**config.mk**
```make
export PLATFORM = sky130hd
export DESIGN_NAME = scrb_spi_config_bank
export DESIGN_NICKNAME = d
export VERILOG_FILES = /design/src/scrb_addr_step.v /design/src/scrb_spi_config_bank.v
export VERILOG_INCLUDE_DIRS = /design/src
export SDC_FILE = /design/constraint.sdc
export NUM_CORES = 1
export LEC_CHECK = 0
export BUFFER_PORTS_ARGS = -buffer_cell sky130_fd_sc_hd__buf_4
export CORE_UTILIZATION = 47
export DETAILED_ROUTE_END_ITERATION = 10
export PLACE_DENSITY = 0.71
export SYNTH_ARGS = -nofsm -noshare
export SYNTH_HDL_FRONTEND = slang
export SYNTH_HIERARCHICAL = 1
export SYNTH_SLANG_ARGS = --single-unit
```
**constraint.sdc**
```tcl
create_clock -name clk -period 4.4 [get_ports clk]
set_clock_uncertainty 0.15 [all_clocks]
set_input_delay 1.32 -clock clk [delete_from_list [all_inputs] [get_ports clk]]
set_output_delay 1.32 -clock clk [all_outputs]
set_load 0.01 [all_outputs]
```
**src/scrb_map.vh**
```
// Register offsets, field positions and reset values of the SPI config bank
`ifndef SCRB_MAP_VH
`define SCRB_MAP_VH
`define SCRB_ADDR_SETUP_A     15'h0000
`define SCRB_ADDR_SETUP_B     15'h0001
`define SCRB_ADDR_POWER_MODE  15'h0002
`define SCRB_ADDR_CLASS       15'h0003
`define SCRB_ADDR_RSVD_4      15'h0004
`define SCRB_ADDR_RSVD_5      15'h0005
`define SCRB_ADDR_REVISION    15'h0006
`define SCRB_ADDR_MAKER_HI    15'h000c
`define SCRB_ADDR_MAKER_LO    15'h000d
`define SCRB_ADDR_STREAM_CTL  15'h0010
`define SCRB_ADDR_MAX         15'h7fff
`define SCRB_ADDR_MIN         15'h0000
`define SCRB_BIT_SOFT_RESET   7
`define SCRB_BIT_ADDR_DIR     5
`define SCRB_BIT_ADDR_HOLD    0
`define SCRB_ADDR_DIR_RST     1'b1
`define SCRB_SETUP_A_FIXED    8'h18
`define SCRB_POWER_MODE_RST   2'h0
`define SCRB_ADDR_HOLD_RST    1'b0
`define SCRB_CLASS_CODE       4'h3
`define SCRB_POWER_DOWN_BIT   1
`define SCRB_REVISION_CODE    8'h5a
`define SCRB_MAKER_CODE       16'h1234
`endif

```
**src/scrb_addr_step.v**
```verilog
// Streaming address stepper for the SPI config bank
`timescale 1ns/1ps
`default_nettype none
`include "scrb_map.vh"
module scrb_addr_step
(
   input  wire [14:0] addrIn,
   input  wire        ascend,
   input  wire        hold,
   output reg  [14:0] addrOut
);
   // ----------------------------------------
   // Next address
   // ----------------------------------------
   always @*
   begin
      if (hold)
         addrOut = addrIn;
      else if (ascend)
         addrOut = (addrIn == `SCRB_ADDR_MAX) ? `SCRB_ADDR_MIN
                 : addrIn + 15'h0001;
      else
         addrOut = (addrIn == `SCRB_ADDR_MIN) ? `SCRB_ADDR_MAX
                 : addrIn - 15'h0001;
   end
endmodule
`default_nettype wire

```
**src/scrb_spi_config_bank.v**
```verilog
// SPI configuration register bank with streaming address control
`timescale 1ns/1ps
`default_nettype none
`include "scrb_map.vh"
module scrb_spi_config_bank
(
   input  wire        clk,
   input  wire        rstn,
   input  wire        xferStart,
   input  wire [14:0] xferAddr,
   input  wire        byteDone,
   input  wire        byteWrite,
   input  wire [7:0]  wrData,
   output reg  [7:0]  rdData,
   output reg  [14:0] curAddr,
   output reg         powerDown,
   output reg         addrDirAscend,
   output reg         addrHold
);
   // ----------------------------------------
   // State
   // ----------------------------------------
   reg  [1:0]  powerMode_r;
   reg  [1:0]  powerMode_nxt;
   reg         addrDir_nxt;
   reg         addrHold_nxt;
   reg         softReset_r;
   reg  [14:0] addr_nxt;
   wire [14:0] steppedAddr;
   wire [14:0] selAddr;
   wire        mirrored;
   wire        wrSetupA;
   wire        srtRequest;

   // Bit-reversal check of a whole byte
   function mirrorOk;
      input [7:0] d;
      begin
         mirrorOk = (d[0] == d[7]) && (d[1] == d[6]) &&
                    (d[2] == d[5]) && (d[3] == d[4]);
      end
   endfunction

   // True when a committed write byte targets the given address
   function wrHit;
      input [14:0] a;
      input [14:0] target;
      input        done;
      input        write;
      begin
         wrHit = done && write && (a == target);
      end
   endfunction

   // Register read mux; also used for next-byte prefetch
   function [7:0] readByte;
      input [14:0] a;
      input        dir;
      input [1:0]  mode;
      input        hold;
      reg   [15:0] mk;
      begin
         mk = `SCRB_MAKER_CODE;
         case (a)
            `SCRB_ADDR_SETUP_A:
               readByte = `SCRB_SETUP_A_FIXED |
                  ({7'h00, dir} << `SCRB_BIT_ADDR_DIR) |
                  ({7'h00, dir} << (7 - `SCRB_BIT_ADDR_DIR));
            `SCRB_ADDR_POWER_MODE: readByte = {6'h00, mode};
            `SCRB_ADDR_CLASS:      readByte = {4'h0, `SCRB_CLASS_CODE};
            `SCRB_ADDR_REVISION:   readByte = `SCRB_REVISION_CODE;
            `SCRB_ADDR_MAKER_HI:   readByte = mk[15:8];
            `SCRB_ADDR_MAKER_LO:   readByte = mk[7:0];
            `SCRB_ADDR_STREAM_CTL: readByte = {7'h00, hold};
            default:               readByte = 8'h00;
         endcase
      end
   endfunction

   assign selAddr  = xferStart ? xferAddr : curAddr;
   assign mirrored = mirrorOk(wrData);
   assign wrSetupA = wrHit(curAddr, `SCRB_ADDR_SETUP_A, byteDone, byteWrite);
   // Writes are refused while the soft-reset pulse is live
   assign srtRequest = wrSetupA && mirrored && !softReset_r &&
                       wrData[`SCRB_BIT_SOFT_RESET];

   scrb_addr_step u_step
   (
      .addrIn  (curAddr),
      .ascend  (addrDirAscend),
      .hold    (addrHold),
      .addrOut (steppedAddr)
   );

   // ----------------------------------------
   // Next-state logic
   // ----------------------------------------
   always @*
   begin
      powerMode_nxt = powerMode_r;
      addrDir_nxt   = addrDirAscend;
      addrHold_nxt  = addrHold;
      addr_nxt      = selAddr;
      if (softReset_r)
      begin
         // Direction deliberately kept
         powerMode_nxt = `SCRB_POWER_MODE_RST;
         addrHold_nxt  = `SCRB_ADDR_HOLD_RST;
      end
      else if (byteDone && byteWrite)
      begin
         case (curAddr)
            `SCRB_ADDR_SETUP_A:
               if (mirrored)
                  addrDir_nxt = wrData[`SCRB_BIT_ADDR_DIR];
            `SCRB_ADDR_POWER_MODE:
               powerMode_nxt = wrData[1:0];
            `SCRB_ADDR_STREAM_CTL:
               addrHold_nxt = wrData[`SCRB_BIT_ADDR_HOLD];
            default:
               addrHold_nxt = addrHold;
         endcase
      end
      if (byteDone && !xferStart)
         addr_nxt = steppedAddr;
   end

   // ----------------------------------------
   // Registers
   // ----------------------------------------
   // Power mode field and its registered power-down flag
   always @(posedge clk or negedge rstn)
   begin
      if (!rstn)
      begin
         powerMode_r <= `SCRB_POWER_MODE_RST;
         powerDown   <= 1'b0;
      end
      else
      begin
         powerMode_r <= powerMode_nxt;
         // Modes 0/1 run, 2/3 power down
         powerDown   <= powerMode_nxt[`SCRB_POWER_DOWN_BIT];
      end
   end

   // Direction follows rstn only, never the soft reset
   always @(posedge clk or negedge rstn)
   begin
      if (!rstn)
      begin
         addrDirAscend <= `SCRB_ADDR_DIR_RST;
      end
      else
      begin
         addrDirAscend <= addrDir_nxt;
      end
   end

   always @(posedge clk or negedge rstn)
   begin
      if (!rstn)
      begin
         addrHold <= `SCRB_ADDR_HOLD_RST;
      end
      else
      begin
         addrHold <= addrHold_nxt;
      end
   end

   // Pulse one cycle; the bit never reads back set
   always @(posedge clk or negedge rstn)
   begin
      if (!rstn)
      begin
         softReset_r <= 1'b0;
      end
      else
      begin
         softReset_r <= srtRequest;
      end
   end

   always @(posedge clk or negedge rstn)
   begin
      if (!rstn)
      begin
         curAddr <= 15'h0000;
      end
      else
      begin
         curAddr <= addr_nxt;
      end
   end

   // Fetched ahead so the byte stands with its new address
   always @(posedge clk or negedge rstn)
   begin
      if (!rstn)
      begin
         rdData <= 8'h00;
      end
      else
      begin
         rdData <= readByte(addr_nxt, addrDir_nxt, powerMode_nxt,
                            addrHold_nxt);
      end
   end
endmodule
`default_nettype wire

```
# Word-level counts from Yosys, hierarchy flattened
# Index checks and enable logic that the tools add are counted.
[totals] output_inout_bits=26 ff_bits=29 elab_cells=53
[classes] reduce_logical=13 n_addsub=2 bitwise_logic=1 eq_ne=13 mux=17
[ops] cell="two-way mux 15 bit" count=6
[ops] cell="case mux 7 bit (7 select lines)" count=1
[ops] cell="== test 15 x 2 -> 1 bit (second input constant)" count=3
[ops] cell="== test 15 x 4 -> 1 bit (second input constant)" count=2
[ops] cell="== test 15 x 5 -> 1 bit (second input constant)" count=2
[ops] cell="logical NOT 15 bit" count=2
[ops] cell="adder 15 x 1 -> 15 bit (second input constant)" count=1
[ops] cell="== test 15 bit (second input constant)" count=1
[ops] cell="== test 15 x 3 -> 1 bit (second input constant)" count=1
[ops] cell="subtractor 15 x 1 -> 15 bit (second input constant)" count=1
[ops] cell="logical AND 1 bit" count=9
[ops] cell="two-way mux 1 bit" count=7
[ops] cell="two-way mux 2 bit" count=3
[ops] cell="OR 6 x 3 -> 6 bit" count=1
[ops] cell="== test 1 bit" count=4
[ops] cell="logical NOT 1 bit" count=2

# Logic depth before layout (Yosys ltp)
# Gate-level depths: netlist of run 1.
[logic_depth] ltp_word=10 ltp_mapped=13 mapped_depth_nobuf=12

# By module
# Netlist of run 1, hierarchy kept.
[modules_own_cells] mod="scrb_spi_config_bank" area_per_inst_um2=1393.8 cells_each=135 instances=1
[modules_own_cells] mod="scrb_addr_step" area_per_inst_um2=967.2 cells_each=152 instances=1

# Worst setup path after synthesis of run 1
# OpenSTA, ideal clock, no wires.
[synth_path] path_kind="reg-to-reg" start="register curAddr[1]" end="register rdData[1]" stages_incl_launch_ff=14 t_arrival_ns=3.265 path_slack_ns=0.879 cell_sequence="dfrtp_1 -> ha_1 -> clkbuf_1 -> nand3_1 -> o41ai_2 -> nor3_1 -> a211o_1 -> a22o_1 -> mux2i_1 -> o21ai_0 -> or4_1 -> nor4_4 -> nand2b_2 -> a2111oi_4"
[synth_between] elab_chain_len=7 elab_cells_between_ends=22 classes_between="2 x add/sub; 8 x eq/ne; 10 x mux; 2 x reduce/logical"
[synth_lines] item="start, declared" line="scrb_spi_config_bank.v:15" text="output reg [14:0] curAddr,"
[synth_lines] item="start signal, assigned" line="scrb_spi_config_bank.v:193" text="curAddr <= addr_nxt;"
[synth_lines] item="subtractor 15 x 1 -> 15 bit, or another cell as far along" line="scrb_addr_step.v:24" text=": addrIn - 15'h0001;"
[synth_lines] item="two-way mux 15 bit (on tied branches)" line="scrb_addr_step.v:23, scrb_addr_step.v:20"
[synth_lines] item="two-way mux 15 bit *" line="scrb_addr_step.v:19" text="else if (ascend)"
[synth_lines] item="two-way mux 15 bit *" line="scrb_addr_step.v:17" text="if (hold)"
[synth_lines] item="net steppedAddr[6]" line="scrb_spi_config_bank.v:29" text="wire [14:0] steppedAddr;"
[synth_lines] item="two-way mux 15 bit *" line="scrb_spi_config_bank.v:124" text="if (byteDone && !xferStart)"
[synth_lines] item="net addr_nxt[6]" line="scrb_spi_config_bank.v:28" text="reg [14:0] addr_nxt;"
[synth_lines] item="== test 15 x 5 -> 1 bit, or another cell as far along" line="scrb_spi_config_bank.v:64" text="case (a)"
[synth_lines] item="case mux 7 bit (7 select lines) *" line="scrb_spi_config_bank.v:64"
[synth_lines] item="end signal, assigned" line="scrb_spi_config_bank.v:206" text="rdData <= readByte(addr_nxt, addrDir_nxt, powerMode_nxt,"
[synth_lines] item="end, declared" line="scrb_spi_config_bank.v:14" text="output reg [7:0] rdData,"
# Mark *: on every way through the listed nets, which the timed path passes. The rest lies on a longest branch.

# Final worst setup path of run 1
# Ends and elaborated chain as after synthesis.

==> key figures, run 1 <==
Outcome
  – Status: complete, no violations

Setup path
  – Max FO, Critical Path: 13
  – Data required, critical path: 4.42 ns
  – Crit path buffers/inverters: 0
  – Kind of critical path: reg -> reg
  – Worst EP arrival: 4.16 ns
  – CP Capture Type: flip-flop
  – Critical path's slowest cell: o41ai_2
  – Startpoint types: flip-flop
  – Worst path cell trace: ha_1, nand3_1, o41ai_2, or4_1, o211ai_1, mux2i_1, o21ai_1, or4_4, nor4_4, nand2b_2, a2111oi_4
  – Delay-heaviest family, CP: simple AND/OR/NAND/NOR gates
  – Slowest cell delay on critical path: 0.69 ns

Floorplan
  – Die Y: 72.9 um
  – Num rows: 25
  – Core ar.: 4790 um2
  – Initial Utilization: 49.3%
  – Die area: 5310 um2
  – Die width: 72.9 um
  – Top Ports: 54

Clock tree
  – CTS max path bufs: 2
  – CTS sink cnt: 26
  – TritonCTS clock tree: built
  – CTS H-tree depth: 1
  – Worst-Skew Late Latency: 0.27 ns
  – Setup Buffers After CTS: 0
  – Number of buffers created by CTS: 3
  – Hold buffers post-CTS: 0
  – Reg clk slew, reported paths: 0.09 ns
  – CTS resizes: 0
  – Clock Root Buffer: clkbuf_8

Drt
  – Routed WL: 7070 um
  – DRT Pass-1 Iters: 5
  – Avg WL per Cell: 17.9 um
  – DR top layer: met4
  – Metal3 WL: 554 um
  – Final ANT Viol Nets: 0
  – Residual DRC count: 0
  – DR vias: 2,489
  – Met1 WL: 3130 um
  – 1st-iter DRT viols: 298
  – DR WL met2: 3300 um
  – Vias per std cell: 6.29

GRT
  – Number of global-route vias before repair: 2,294
  – Largest net degree at the start of global routing: 31
  – Global route overflow: 0
  – First-pass GRT wire length: 11,400 um
  – Initial antenna violation count: 0
  – Gr usage total: 27.8%

Logic synthesis
  – FF+latch count, synth: 26
  – Most common library cells after synthesis: 25 x dfrtp_1, 25 x nand2_1, 21 x nor2_1
  – Cell taking the most area after synthesis: dfrtp_1
  – Top cells by area, synth: dfrtp_1 26%, mux2i_1 8.5%, nand2_1 4.0%
  – Main synth FF type: dfrtp_1
  – Synth async-reset ratio: 100%
  – Cell area after synthesis: 2360 um2
  – Number of synthesized flops with an enable pin: 0
  – Post-Syn Nets: 318
  – Syn Inst Count: 287
  – Warnings, synthesis: 6
  – Share of the synthesized area in the top cell type: 26.5%
  – Seq/Total Area, Yosys: 27.6%
  – Mapped Avg Cell Area: 8.23 um2
  – Count of cell types in the netlist: 63

Finish
  – Antenna diode count: 0
  – P&R area growth vs syn: 20.4%
  – Fin util: 59.4%
  – Fraction of layout cells with a size suffix above 1: 23.4%
  – Register area: 652 um2
  – Multi-input gate area: 1570 um2
  – Nets: 361
  – Fillers: 433

Placed design
  – Port-buffer cells: 52
  – Gpl congestion: 0.986
  – Post-DP HPWL: 5250 um
  – Dpl ws: 0.387 ns

Power and ir drop
  – Worst vdd ir: 173 uV
  – PwrDens: 237 nW/um2
  – Final Power: 673 uW
  – Cell leakage power: 0.00120 uW

STA
  – RSZ-0062 raised after global routing: no
  – Final period util: 94.1%
  – Final TNS setup: 0 ns
  – Worst slew pin tran: 0.812 ns
  – Tmin final: 4.14 ns
  – Fmax achieved: 242 MHz
  – Hold Vio Cnt, Final: 0
  – Slew Limit Fails: 0
  – Rel. slew slack: 45.3%
  – # setup viols final: 0
  – Setup WS post-layout: 0.262 ns

Hold path
  – Type of the worst min-delay path: reg -> reg

Job
  – Max-cap violations: 0
==> cells in the final DEF (no fill, tap or decap), types with 2 or more instances in the layout <==
cell type | synthesis | routed
nor4_4 | 2 | 2
clkbuf_8 | 0 | 4
xnor2_1 | 6 | 6
o21ai_0 | 15 | 15
a22o_1 | 2 | 2
a31oi_1 | 5 | 5
nor3_1 | 11 | 11
and4_1 | 2 | 2
o32a_1 | 2 | 2
o211a_1 | 2 | 2
mux2i_1 | 20 | 20
inv_1 | 9 | 9
o22ai_1 | 2 | 2
dfrtp_1 | 25 | 25
ha_1 | 3 | 3
o21ai_1 | 11 | 11
a2111o_1 | 2 | 2
nand4b_1 | 5 | 5
a41oi_1 | 3 | 3
nand2_1 | 25 | 25
o41a_1 | 2 | 2
and3_1 | 4 | 4
buf_4 | 2 | 60
nor2_1 | 21 | 21
o31ai_1 | 2 | 2
xor2_1 | 3 | 3
o21a_1 | 2 | 2
o211ai_1 | 2 | 2
or3_1 | 3 | 3
a21boi_1 | 2 | 2
or4_1 | 5 | 5
nand2b_1 | 4 | 4
nand3_1 | 8 | 8
or2_1 | 2 | 2
nor4_1 | 10 | 10
a21oi_1 | 12 | 12
nand4_1 | 8 | 8
==> metal layers <==
layer	vias up	global-route usage, %
met5	-	0
met4	0	6.10
met3	8	4.14
met2	100	42.8
met1	1211	41.3
li1	1170	-
==> path summary, 6_finish.rpt <==
kind,start,to,slack [ns],cells past startpoint
worst min register to register,powerDown$_DFF_PN0_,powerDown$_DFF_PN0_,0.41,2
min in group asynchronous,rstn,curAddr[0]$_DFF_PN0_,0.79,1
worst max register to register,curAddr[1]$_DFF_PN0_,rdData[1]$_DFF_PN0_,0.26,11
worst max-delay path,curAddr[1]$_DFF_PN0_,rdData[1]$_DFF_PN0_,0.26,11
max in group asynchronous,rstn,addrDirAscend$_DFF_PN1_,3.02,1
worst min-delay path,powerDown$_DFF_PN0_,powerDown$_DFF_PN0_,0.41,2
==> registers in the layout, indices dropped and copies added (netlist names) <==
signal and cells:
powerDown 1, rdData 6, softReset_r 1, curAddr 15, addrHold 1, addrDirAscend 1
powerMode_r 1
==> metrics by stage <==
step	cell area, um2	cells	hold slack [ns]
final	2840	396	0.413
after global routing	2840	396	0.463
after CTS	2840	396	0.409
after detailed placement	2790	392	0.396
after global placement	2790	392	0.386
after floorplan	2360	287	0.316
==> power by group <==
part           switching [uW]  internal (uW)  total (uW)  leakage (uW)
clock                    71.9           79.9         152     0.0000288
sequential               39.3            253         292      0.000321
combinational             127            102         229      0.000853
==> final cells by class <==
type,instances,share of cell area [%]
Inverter,9,1.19
Timing Repair Buffer,60,15.8
Tap cell,67,2.95
Multi-Input combinational cell,230,55.1
Sequential cell,26,22.9
Clock buffer,4,1.94
==> cell families after synthesis <==
| logic type | share of synthesized area (%) |
|---|---|
| flip-flops | 27.6 |
| AND/OR/NAND/NOR | 29.3 |
| other | 0.159 |
| AO/OA/AOI/OAI | 23.1 |
| buffers and inverters | 5.99 |
| XOR/XNOR | 3.34 |
| adder cells (fa/ha/maj) | 1.59 |
| multiplexers | 8.96 |
==> tightest hold or removal path, delay by kind of cell, from the launching register on <==
kind | cells | cell delay [ns]
flip-flops | 1 | 0.35
multiplexers | 1 | 0.09
AND/OR/NAND/NOR | 1 | 0.09
(Power assumes the default switching activity.)
==> inputs of run 2 (changes only) <==
--- a/config.mk
+++ b/config.mk
@@ -10,6 +10,7 @@
 export CORE_UTILIZATION = 47
 export DETAILED_ROUTE_END_ITERATION = 10
 export PLACE_DENSITY = 0.71
+export RECOVER_POWER = 100
 export SYNTH_ARGS = -nofsm -noshare
 export SYNTH_HDL_FRONTEND = slang
 export SYNTH_HIERARCHICAL = 1
==> run 2 against run 1 <==
Effect of this change:
- non-clock buffer count stayed put
- die area unchanged
- combinational power decreased by 6%
- cell count stayed put
- design area shrank 3.7%
- hold slack got worse by 0.0062 ns
- maximum frequency barely moved
- count of clock-buffer cells in the layout stayed put
- sequential share of layout area is 0.88 points higher
==> key figures, run 2 (synthesis results as in run 1) <==
Outcome
  – Status: complete, no violations (unchanged)

Floorplan
  – Initial Utilization: 49.3% (unchanged)
  – Num rows: 25 (unchanged)
  – Die Y: 72.9 um (unchanged)
  – Core ar.: 4790 um2 (unchanged)
  – Top Ports: 54 (unchanged)
  – Die width: 72.9 um (unchanged)
  – Die area: 5310 um2 (unchanged)

GRT
  – Met3 track demand over resource: 4.14% (unchanged)
  – Largest net degree at the start of global routing: 31 (unchanged)
  – GR Util met2: 42.8% (unchanged)
  – Global route overflow: 0 (unchanged)
  – Met1 usage: 41.3% (unchanged)
  – Number of global-route vias before repair: 2,294 (unchanged)
  – Gr usage total: 27.8% (unchanged)
  – First-pass GRT wire length: 11,400 um (unchanged)
  – Initial antenna violation count: 0 (unchanged)
  – Global route hottest layer: met2 (unchanged)

Finish
  – Fillers: 451 (was 433)
  – Multi-input gate area: 1560 um2 (was 1570 um2)
  – Most flops, register: curAddr (unchanged)
  – Nets: 361 (unchanged)
  – Post-route cell area: 2740 um2 (was 2840 um2)
  – Biggest regs: curAddr: 15 flops, rdData: 6 flops (unchanged)
  – Antenna diode count: 0 (unchanged)
  – Most frequent cells in the layout: 35 x buf_4, 25 x nand2_1, 25 x dfrtp_1, 25 x clkbuf_1, 23 x o21ai_0 (was 60 x buf_4, 25 x nand2_1, 25 x dfrtp_1)
  – Max FFs per register: 15 (unchanged)
  – P&R area growth vs syn: 16.0% (was 20.4%)
  – Register area: 652 um2 (unchanged)
  – Fraction of layout cells with a size suffix above 1: 14.9% (was 23.4%)
  – Commonest non-fill, non-tap cell in the layout: buf_4 (unchanged)

Clock tree
  – CTS sink cnt: 26 (unchanged)
  – Hold buffers post-CTS: 0 (unchanged)
  – Setup Buffers After CTS: 0 (unchanged)
  – CTS H-tree depth: 1 (unchanged)
  – Reg clk slew, reported paths: 0.09 ns (about the same)
  – Worst-Skew Late Latency: 0.27 ns (about the same)
  – Clock Root Buffer: clkbuf_8 (unchanged)
  – CTS resizes: 0 (unchanged)
  – CTS max path bufs: 2 (unchanged)
  – Number of buffers created by CTS: 3 (unchanged)
  – TritonCTS clock tree: built (unchanged)

Placed design
  – Dpl ws: 0.387 ns (unchanged)
  – Port-buffer cells: 52 (unchanged)
  – Post-DP HPWL: 5250 um (unchanged)
  – Placed Area: 2790 um2 (unchanged)
  – Gpl congestion: 0.986 (unchanged)

Hold path
  – Worst hold path stage count: 2 (unchanged)
  – Worst min-delay path startpoint: powerDown$_DFF_PN0_ (unchanged)
  – Hold EP: powerDown$_DFF_PN0_ (unchanged)
  – Type of the worst min-delay path: reg -> reg (unchanged)

Drt
  – Final ANT Viol Nets: 0 (unchanged)
  – 1st-iter DRT viols: 279 (was 298)
  – DR vias: 2,474 (was 2,489)
  – Vias per std cell: 6.25 (was 6.29)
  – Avg WL per Cell: 17.9 um (about the same)
  – Residual DRC count: 0 (unchanged)
  – DRT Pass-1 Iters: 5 (unchanged)
  – Routed WL: 7100 um (was 7070 um)

Setup path
  – Kind of critical path: reg -> reg (unchanged)
  – Data required, critical path: 4.42 ns (about the same)
  – Reg2reg start: curAddr[1]$_DFF_PN0_ (unchanged)
  – Startpoint types: flip-flop (unchanged)
  – Reg2reg path depth: 11 (unchanged)
  – Worst EP arrival: 4.16 ns (about the same)
  – FF-to-FF End: rdData[1]$_DFF_PN0_ (unchanged)
  – Max FO, Critical Path: 13 (unchanged)
  – Worst R2R Setup Slack: 0.26 ns (about the same)
  – CP Capture Type: flip-flop (unchanged)

Power and ir drop
  – PwrDens: 241 nW/um2 (was 237 nW/um2)
  – Cell leakage power: 0.00110 uW (was 0.00120 uW)
  – Worst vdd ir: 172 uV (was 173 uV)
  – Final Power: 660 uW (was 673 uW)

STA
  – Tmin final: 4.14 ns (about the same)
  – Slew Limit Fails: 0 (unchanged)
  – Final TNS setup: 0 ns (unchanged)
  – Worst slew pin tran: 1.36 ns (was 0.812 ns)
  – # setup viols final: 0 (unchanged)
  – Hold Vio Cnt, Final: 0 (unchanged)
  – RSZ-0062 raised after global routing: no (unchanged)
  – Setup WS post-layout: 0.261 ns (was 0.262 ns)
  – Final period util: 94.1% (about the same)
  – Hold WS: 0.407 ns (was 0.413 ns)
  – Rel. slew slack: 9.23% (was 45.3%)
  – Fmax achieved: 242 MHz (about the same)

Job
  – Max-cap violations: 0 (unchanged)
## run 2: where the power goes
part           leakage [uW]  total [uW]  switching [uW]  internal [uW]
Clock             0.0000288         153            73.4           79.9
Sequential         0.000322         292            38.8            253
Combinational      0.000753         215             126           88.7
## run 2: cell type report
| type | instances | area share (%) |
|---|---|---|
| flip-flops and latches | 26 | 23.8 |
| repair buffers | 60 | 13.0 |
| well taps | 67 | 3.06 |
| clock buffers | 4 | 2.01 |
| inverters | 9 | 1.23 |
| multi-input cells | 230 | 56.9 |
## run 2: how the worst max path moves through the flow
stage	slack (ns)	endpoint	depth (start not counted)	from
finish	0.26	rdData[1]$_DFF_PN0_	11	curAddr[1]$_DFF_PN0_
detailed placement	0.39	rdData[1]$_DFF_PN0_	12	curAddr[1]$_DFF_PN0_
floorplan	0.88	rdData[1]$_DFF_PN0_	13	curAddr[1]$_DFF_PN0_
CTS	0.36	rdData[1]$_DFF_PN0_	12	curAddr[1]$_DFF_PN0_
global placement	0.43	rdData[1]$_DFF_PN0_	11	curAddr[1]$_DFF_PN0_
global route	0.03	rdData[1]$_DFF_PN0_	12	curAddr[1]$_DFF_PN0_
## run 2: layer usage
layer | routed length [um] | up-vias
met5 | 0 | -
li1 | - | 1166
met3 | 572 | 6
met2 | 3290 | 123
met1 | 3160 | 1179
met4 | 74 | 0
## run 2: through the flow
| step | std cells | util, % |
|---|---|---|
| after detailed placement | 392 | 58.2 |
| after global routing | 396 | 57.2 |
| after CTS | 396 | 59.4 |
| after global placement | 392 | 58.2 |
| after floorplan | 287 | - |
| final | 396 | 57.2 |
## run 2: critical path: stages (launching register included)
cell and delay [ns]:
dfrtp_1 0.60, ha_1 0.44, nand3_1 0.19, o41ai_2 0.66, or4_1 0.21, o211ai_1 0.08, mux2i_1 0.24, o21ai_0 0.16
or4_4 0.56, nor4_4 0.26, nand2b_2 0.15, a2111oi_4 0.33
==> inputs of run 3 (changes only) <==
--- a/config.mk
+++ b/config.mk
@@ -9,6 +9,7 @@
 export BUFFER_PORTS_ARGS = -buffer_cell sky130_fd_sc_hd__buf_4
 export CORE_UTILIZATION = 47
 export DETAILED_ROUTE_END_ITERATION = 10
+export GPL_TIMING_DRIVEN = 0
 export PLACE_DENSITY = 0.71
 export RECOVER_POWER = 100
 export SYNTH_ARGS = -nofsm -noshare
==> run 3 against run 2 <==
Effect of this change:
- flip-flop and latch count unchanged
- utilization grew 0.97 points
- design area increased by 1.7%
- clock power is 3% lower
- critical endpoint unchanged
- power down 1.1%
- first-iteration DRC count shrank 17%
- count of clock-buffer cells in the layout did not move
- critical path type unchanged
- via count up 0.61%
==> key figures, run 3 (synthesis results as in run 1) <==
Outcome
  – Status: complete, no violations (unchanged)

Clock tree
  – Setup Buffers After CTS: 0 (unchanged)
  – Clock Root Buffer: clkbuf_8 (unchanged)
  – Number of buffers created by CTS: 3 (unchanged)
  – CTS sink cnt: 26 (unchanged)
  – TritonCTS clock tree: built (unchanged)
  – Worst-Skew Late Latency: 0.26 ns (was 0.27 ns)
  – CTS H-tree depth: 1 (unchanged)
  – Reg clk slew, reported paths: 0.08 ns (was 0.09 ns)
  – CTS max path bufs: 2 (unchanged)
  – CTS resizes: 0 (unchanged)
  – Hold buffers post-CTS: 0 (unchanged)

Setup path
  – Reg2reg start: curAddr[1]$_DFF_PN0_ (unchanged)
  – Delay-heaviest family, CP: simple AND/OR/NAND/NOR gates (unchanged)
  – Critical path's slowest cell: or4_1 (was o41ai_2)
  – Max FO, Critical Path: 13 (unchanged)
  – FF-to-FF End: rdData[1]$_DFF_PN0_ (unchanged)
  – CP endpoint: rdData[1]$_DFF_PN0_ (unchanged)
  – Reg2reg path depth: 13 (was 11)
  – Worst R2R Setup Slack: 0.27 ns (was 0.26 ns)
  – Crit path buffers/inverters: 1 (was 0)
  – CP Capture Type: flip-flop (unchanged)
  – Kind of critical path: reg -> reg (unchanged)
  – Data required, critical path: 4.41 ns (was 4.42 ns)
  – Worst path cell trace: ha_1, clkbuf_1, nand3_1, o41a_1, nand4b_1, o211a_1, o21ai_0, mux2i_1, o21ai_1, or4_1, nor4_4, nand2b_2, a2111oi_4 (was ha_1, nand3_1, o41ai_2, or4_1, o211ai_1, mux2i_1, o21ai_0, or4_4, nor4_4, nand2b_2, a2111oi_4)
  – Worst setup startpoint: curAddr[1]$_DFF_PN0_ (unchanged)
  – Worst EP arrival: 4.14 ns (was 4.16 ns)
  – Slowest cell delay on critical path: 0.57 ns (was 0.66 ns)
  – Startpoint types: flip-flop (unchanged)
  – Crit path depth: 13 (was 11)

STA
  – Hold WS: 0.408 ns (was 0.407 ns)
  – Final period util: 93.9% (was 94.1%)
  – # setup viols final: 0 (unchanged)
  – Worst slew pin tran: 1.35 ns (was 1.36 ns)
  – Slew Limit Fails: 0 (unchanged)
  – Hold Vio Cnt, Final: 0 (unchanged)
  – Tmin final: 4.13 ns (was 4.14 ns)
  – RSZ-0062 raised after global routing: no (unchanged)
  – Rel. slew slack: 9.96% (was 9.23%)
  – Fmax achieved: 242 MHz (about the same)
  – Final TNS setup: 0 ns (unchanged)

Drt
  – 1st-iter DRT viols: 232 (was 279)
  – Routed WL: 6980 um (was 7100 um)
  – DR vias: 2,489 (was 2,474)
  – Residual DRC count: 0 (unchanged)
  – Vias per std cell: 6.09 (was 6.25)
  – Avg WL per Cell: 17.1 um (was 17.9 um)
  – DRT Pass-1 Iters: 4 (was 5)
  – Final ANT Viol Nets: 0 (unchanged)

Floorplan
  – Top Ports: 54 (unchanged)
  – Die area: 5310 um2 (unchanged)
  – Initial Utilization: 49.3% (unchanged)
  – Core ar.: 4790 um2 (unchanged)
  – Die Y: 72.9 um (unchanged)
  – Die width: 72.9 um (unchanged)
  – Num rows: 25 (unchanged)

Finish
  – Nets: 374 (was 361)
  – Fraction of layout cells with a size suffix above 1: 14.6% (was 14.9%)
  – Most flops, register: curAddr (unchanged)
  – Max FFs per register: 15 (unchanged)
  – Biggest regs: curAddr: 15 flops, rdData: 6 flops (unchanged)
  – P&R area growth vs syn: 17.9% (was 16.0%)
  – Antenna diode count: 0 (unchanged)
  – Most frequent cells in the layout: 35 x clkbuf_1, 29 x buf_4, 25 x nand2_1 (was 35 x buf_4, 25 x nand2_1, 25 x dfrtp_1, 25 x clkbuf_1, 23 x o21ai_0)
  – Commonest non-fill, non-tap cell in the layout: clkbuf_1 (was buf_4)

GRT
  – First-pass GRT wire length: 11,500 um (was 11,400 um)
  – Number of global-route vias before repair: 2,387 (was 2,294)
  – Global route overflow: 0 (unchanged)
  – Initial antenna violation count: 0 (unchanged)
  – Largest net degree at the start of global routing: 27 (was 31)
  – Gr usage total: 28.2% (was 27.8%)

Power and ir drop
  – Int Power: 420 uW (was 422 uW)
  – Cell leakage power: 0.00112 uW (was 0.00110 uW)
  – PwrDens: 234 nW/um2 (was 241 nW/um2)
  – Switching Share: 35.6% (was 36.1%)
  – Share of total power in sequential cells: 44.4% (was 44.2%)
  – Switching pwr: 232 uW (was 238 uW)
  – Worst vdd ir: 223 uV (was 172 uV)
  – Combinational cell fraction of total power: 32.8% (was 32.5%)
  – Clk network pwr share: 22.8% (was 23.2%)

Placed design
  – Gpl congestion: 0.913 (was 0.986)
  – Port-buffer cells: 51 (was 52)
  – Post-DP HPWL: 5370 um (was 5250 um)

Job
  – Max-cap violations: 0 (unchanged)

Hold path
  – Type of the worst min-delay path: reg -> reg (unchanged)
run 3: cell types whose count changed in the layout (fill, tap and decap cells not counted), moves of 2 or more:
cell,previous run,this run
clkbuf_1,25,35
buf_2,0,6
buf_1,0,2
buf_4,35,29
run 3: through the flow:
stage          worst slack, ns  utilization (%)  cell area (um2)  power, uW  std cells
2_1_floorplan            0.879                -             2360        429        287
3_3_place_gp             0.276             59.1             2830        517        405
3_5_place_dp             0.216             59.1             2830        521        405
4_1_cts                  0.185             60.2             2880        669        409
5_1_grt                 0.0396             58.2             2780        695        409
6_report                 0.268             58.2             2780        653        409
run 3: worst min-delay path by stage:
stage,start,endpoint,slack (ns),depth (start not counted)
after global routing,softReset_r$_DFF_PN0_,powerDown$_DFF_PN0_,0.43,1
after global placement,softReset_r$_DFF_PN0_,powerDown$_DFF_PN0_,0.39,1
after floorplan,softReset_r$_DFF_PN0_,powerDown$_DFF_PN0_,0.32,1
after detailed placement,softReset_r$_DFF_PN0_,powerDown$_DFF_PN0_,0.39,1
final,powerDown$_DFF_PN0_,powerDown$_DFF_PN0_,0.41,2
after CTS,softReset_r$_DFF_PN0_,powerDown$_DFF_PN0_,0.40,1
run 3: final cells by class:
| type | count | area [um2] |
|---|---|---|
| multi-input combinational | 230 | 1560 |
| buffer | 22 | 97.6 |
| inverter | 9 | 33.8 |
| tap | 67 | 83.8 |
| clock buffer | 4 | 55.1 |
| fill | 500 | 2000 |
| sequential | 26 | 653 |
| timing repair buffer | 51 | 297 |
run 3: power groups by stage:
stage / sequential (uW) / clock (uW) / combinational [uW]
floorplan: 290 / 0 / 140
global placement: 294 / 0 / 222
detailed placement: 295 / 0 / 226
CTS: 290 / 153 / 227
global route: 293 / 165 / 237
finish: 290 / 149 / 214
run 3: worst min-delay path, stage by stage (launching register included):
cell	delay, ns
dfrtp_1	0.35
mux2i_1	0.09
nor2_1	0.08
run 3: metal layers:
| metal | routed length, um | vias to the layer above | global-route usage, % |
|---|---|---|---|
| li1 | - | 1195 | - |
| met1 | 3150 | 1195 | 38.4 |
| met2 | 3230 | 88 | 45.3 |
| met3 | 471 | 11 | 4.01 |
| met4 | 124 | 0 | 11.3 |
| met5 | 0 | - | 0 |
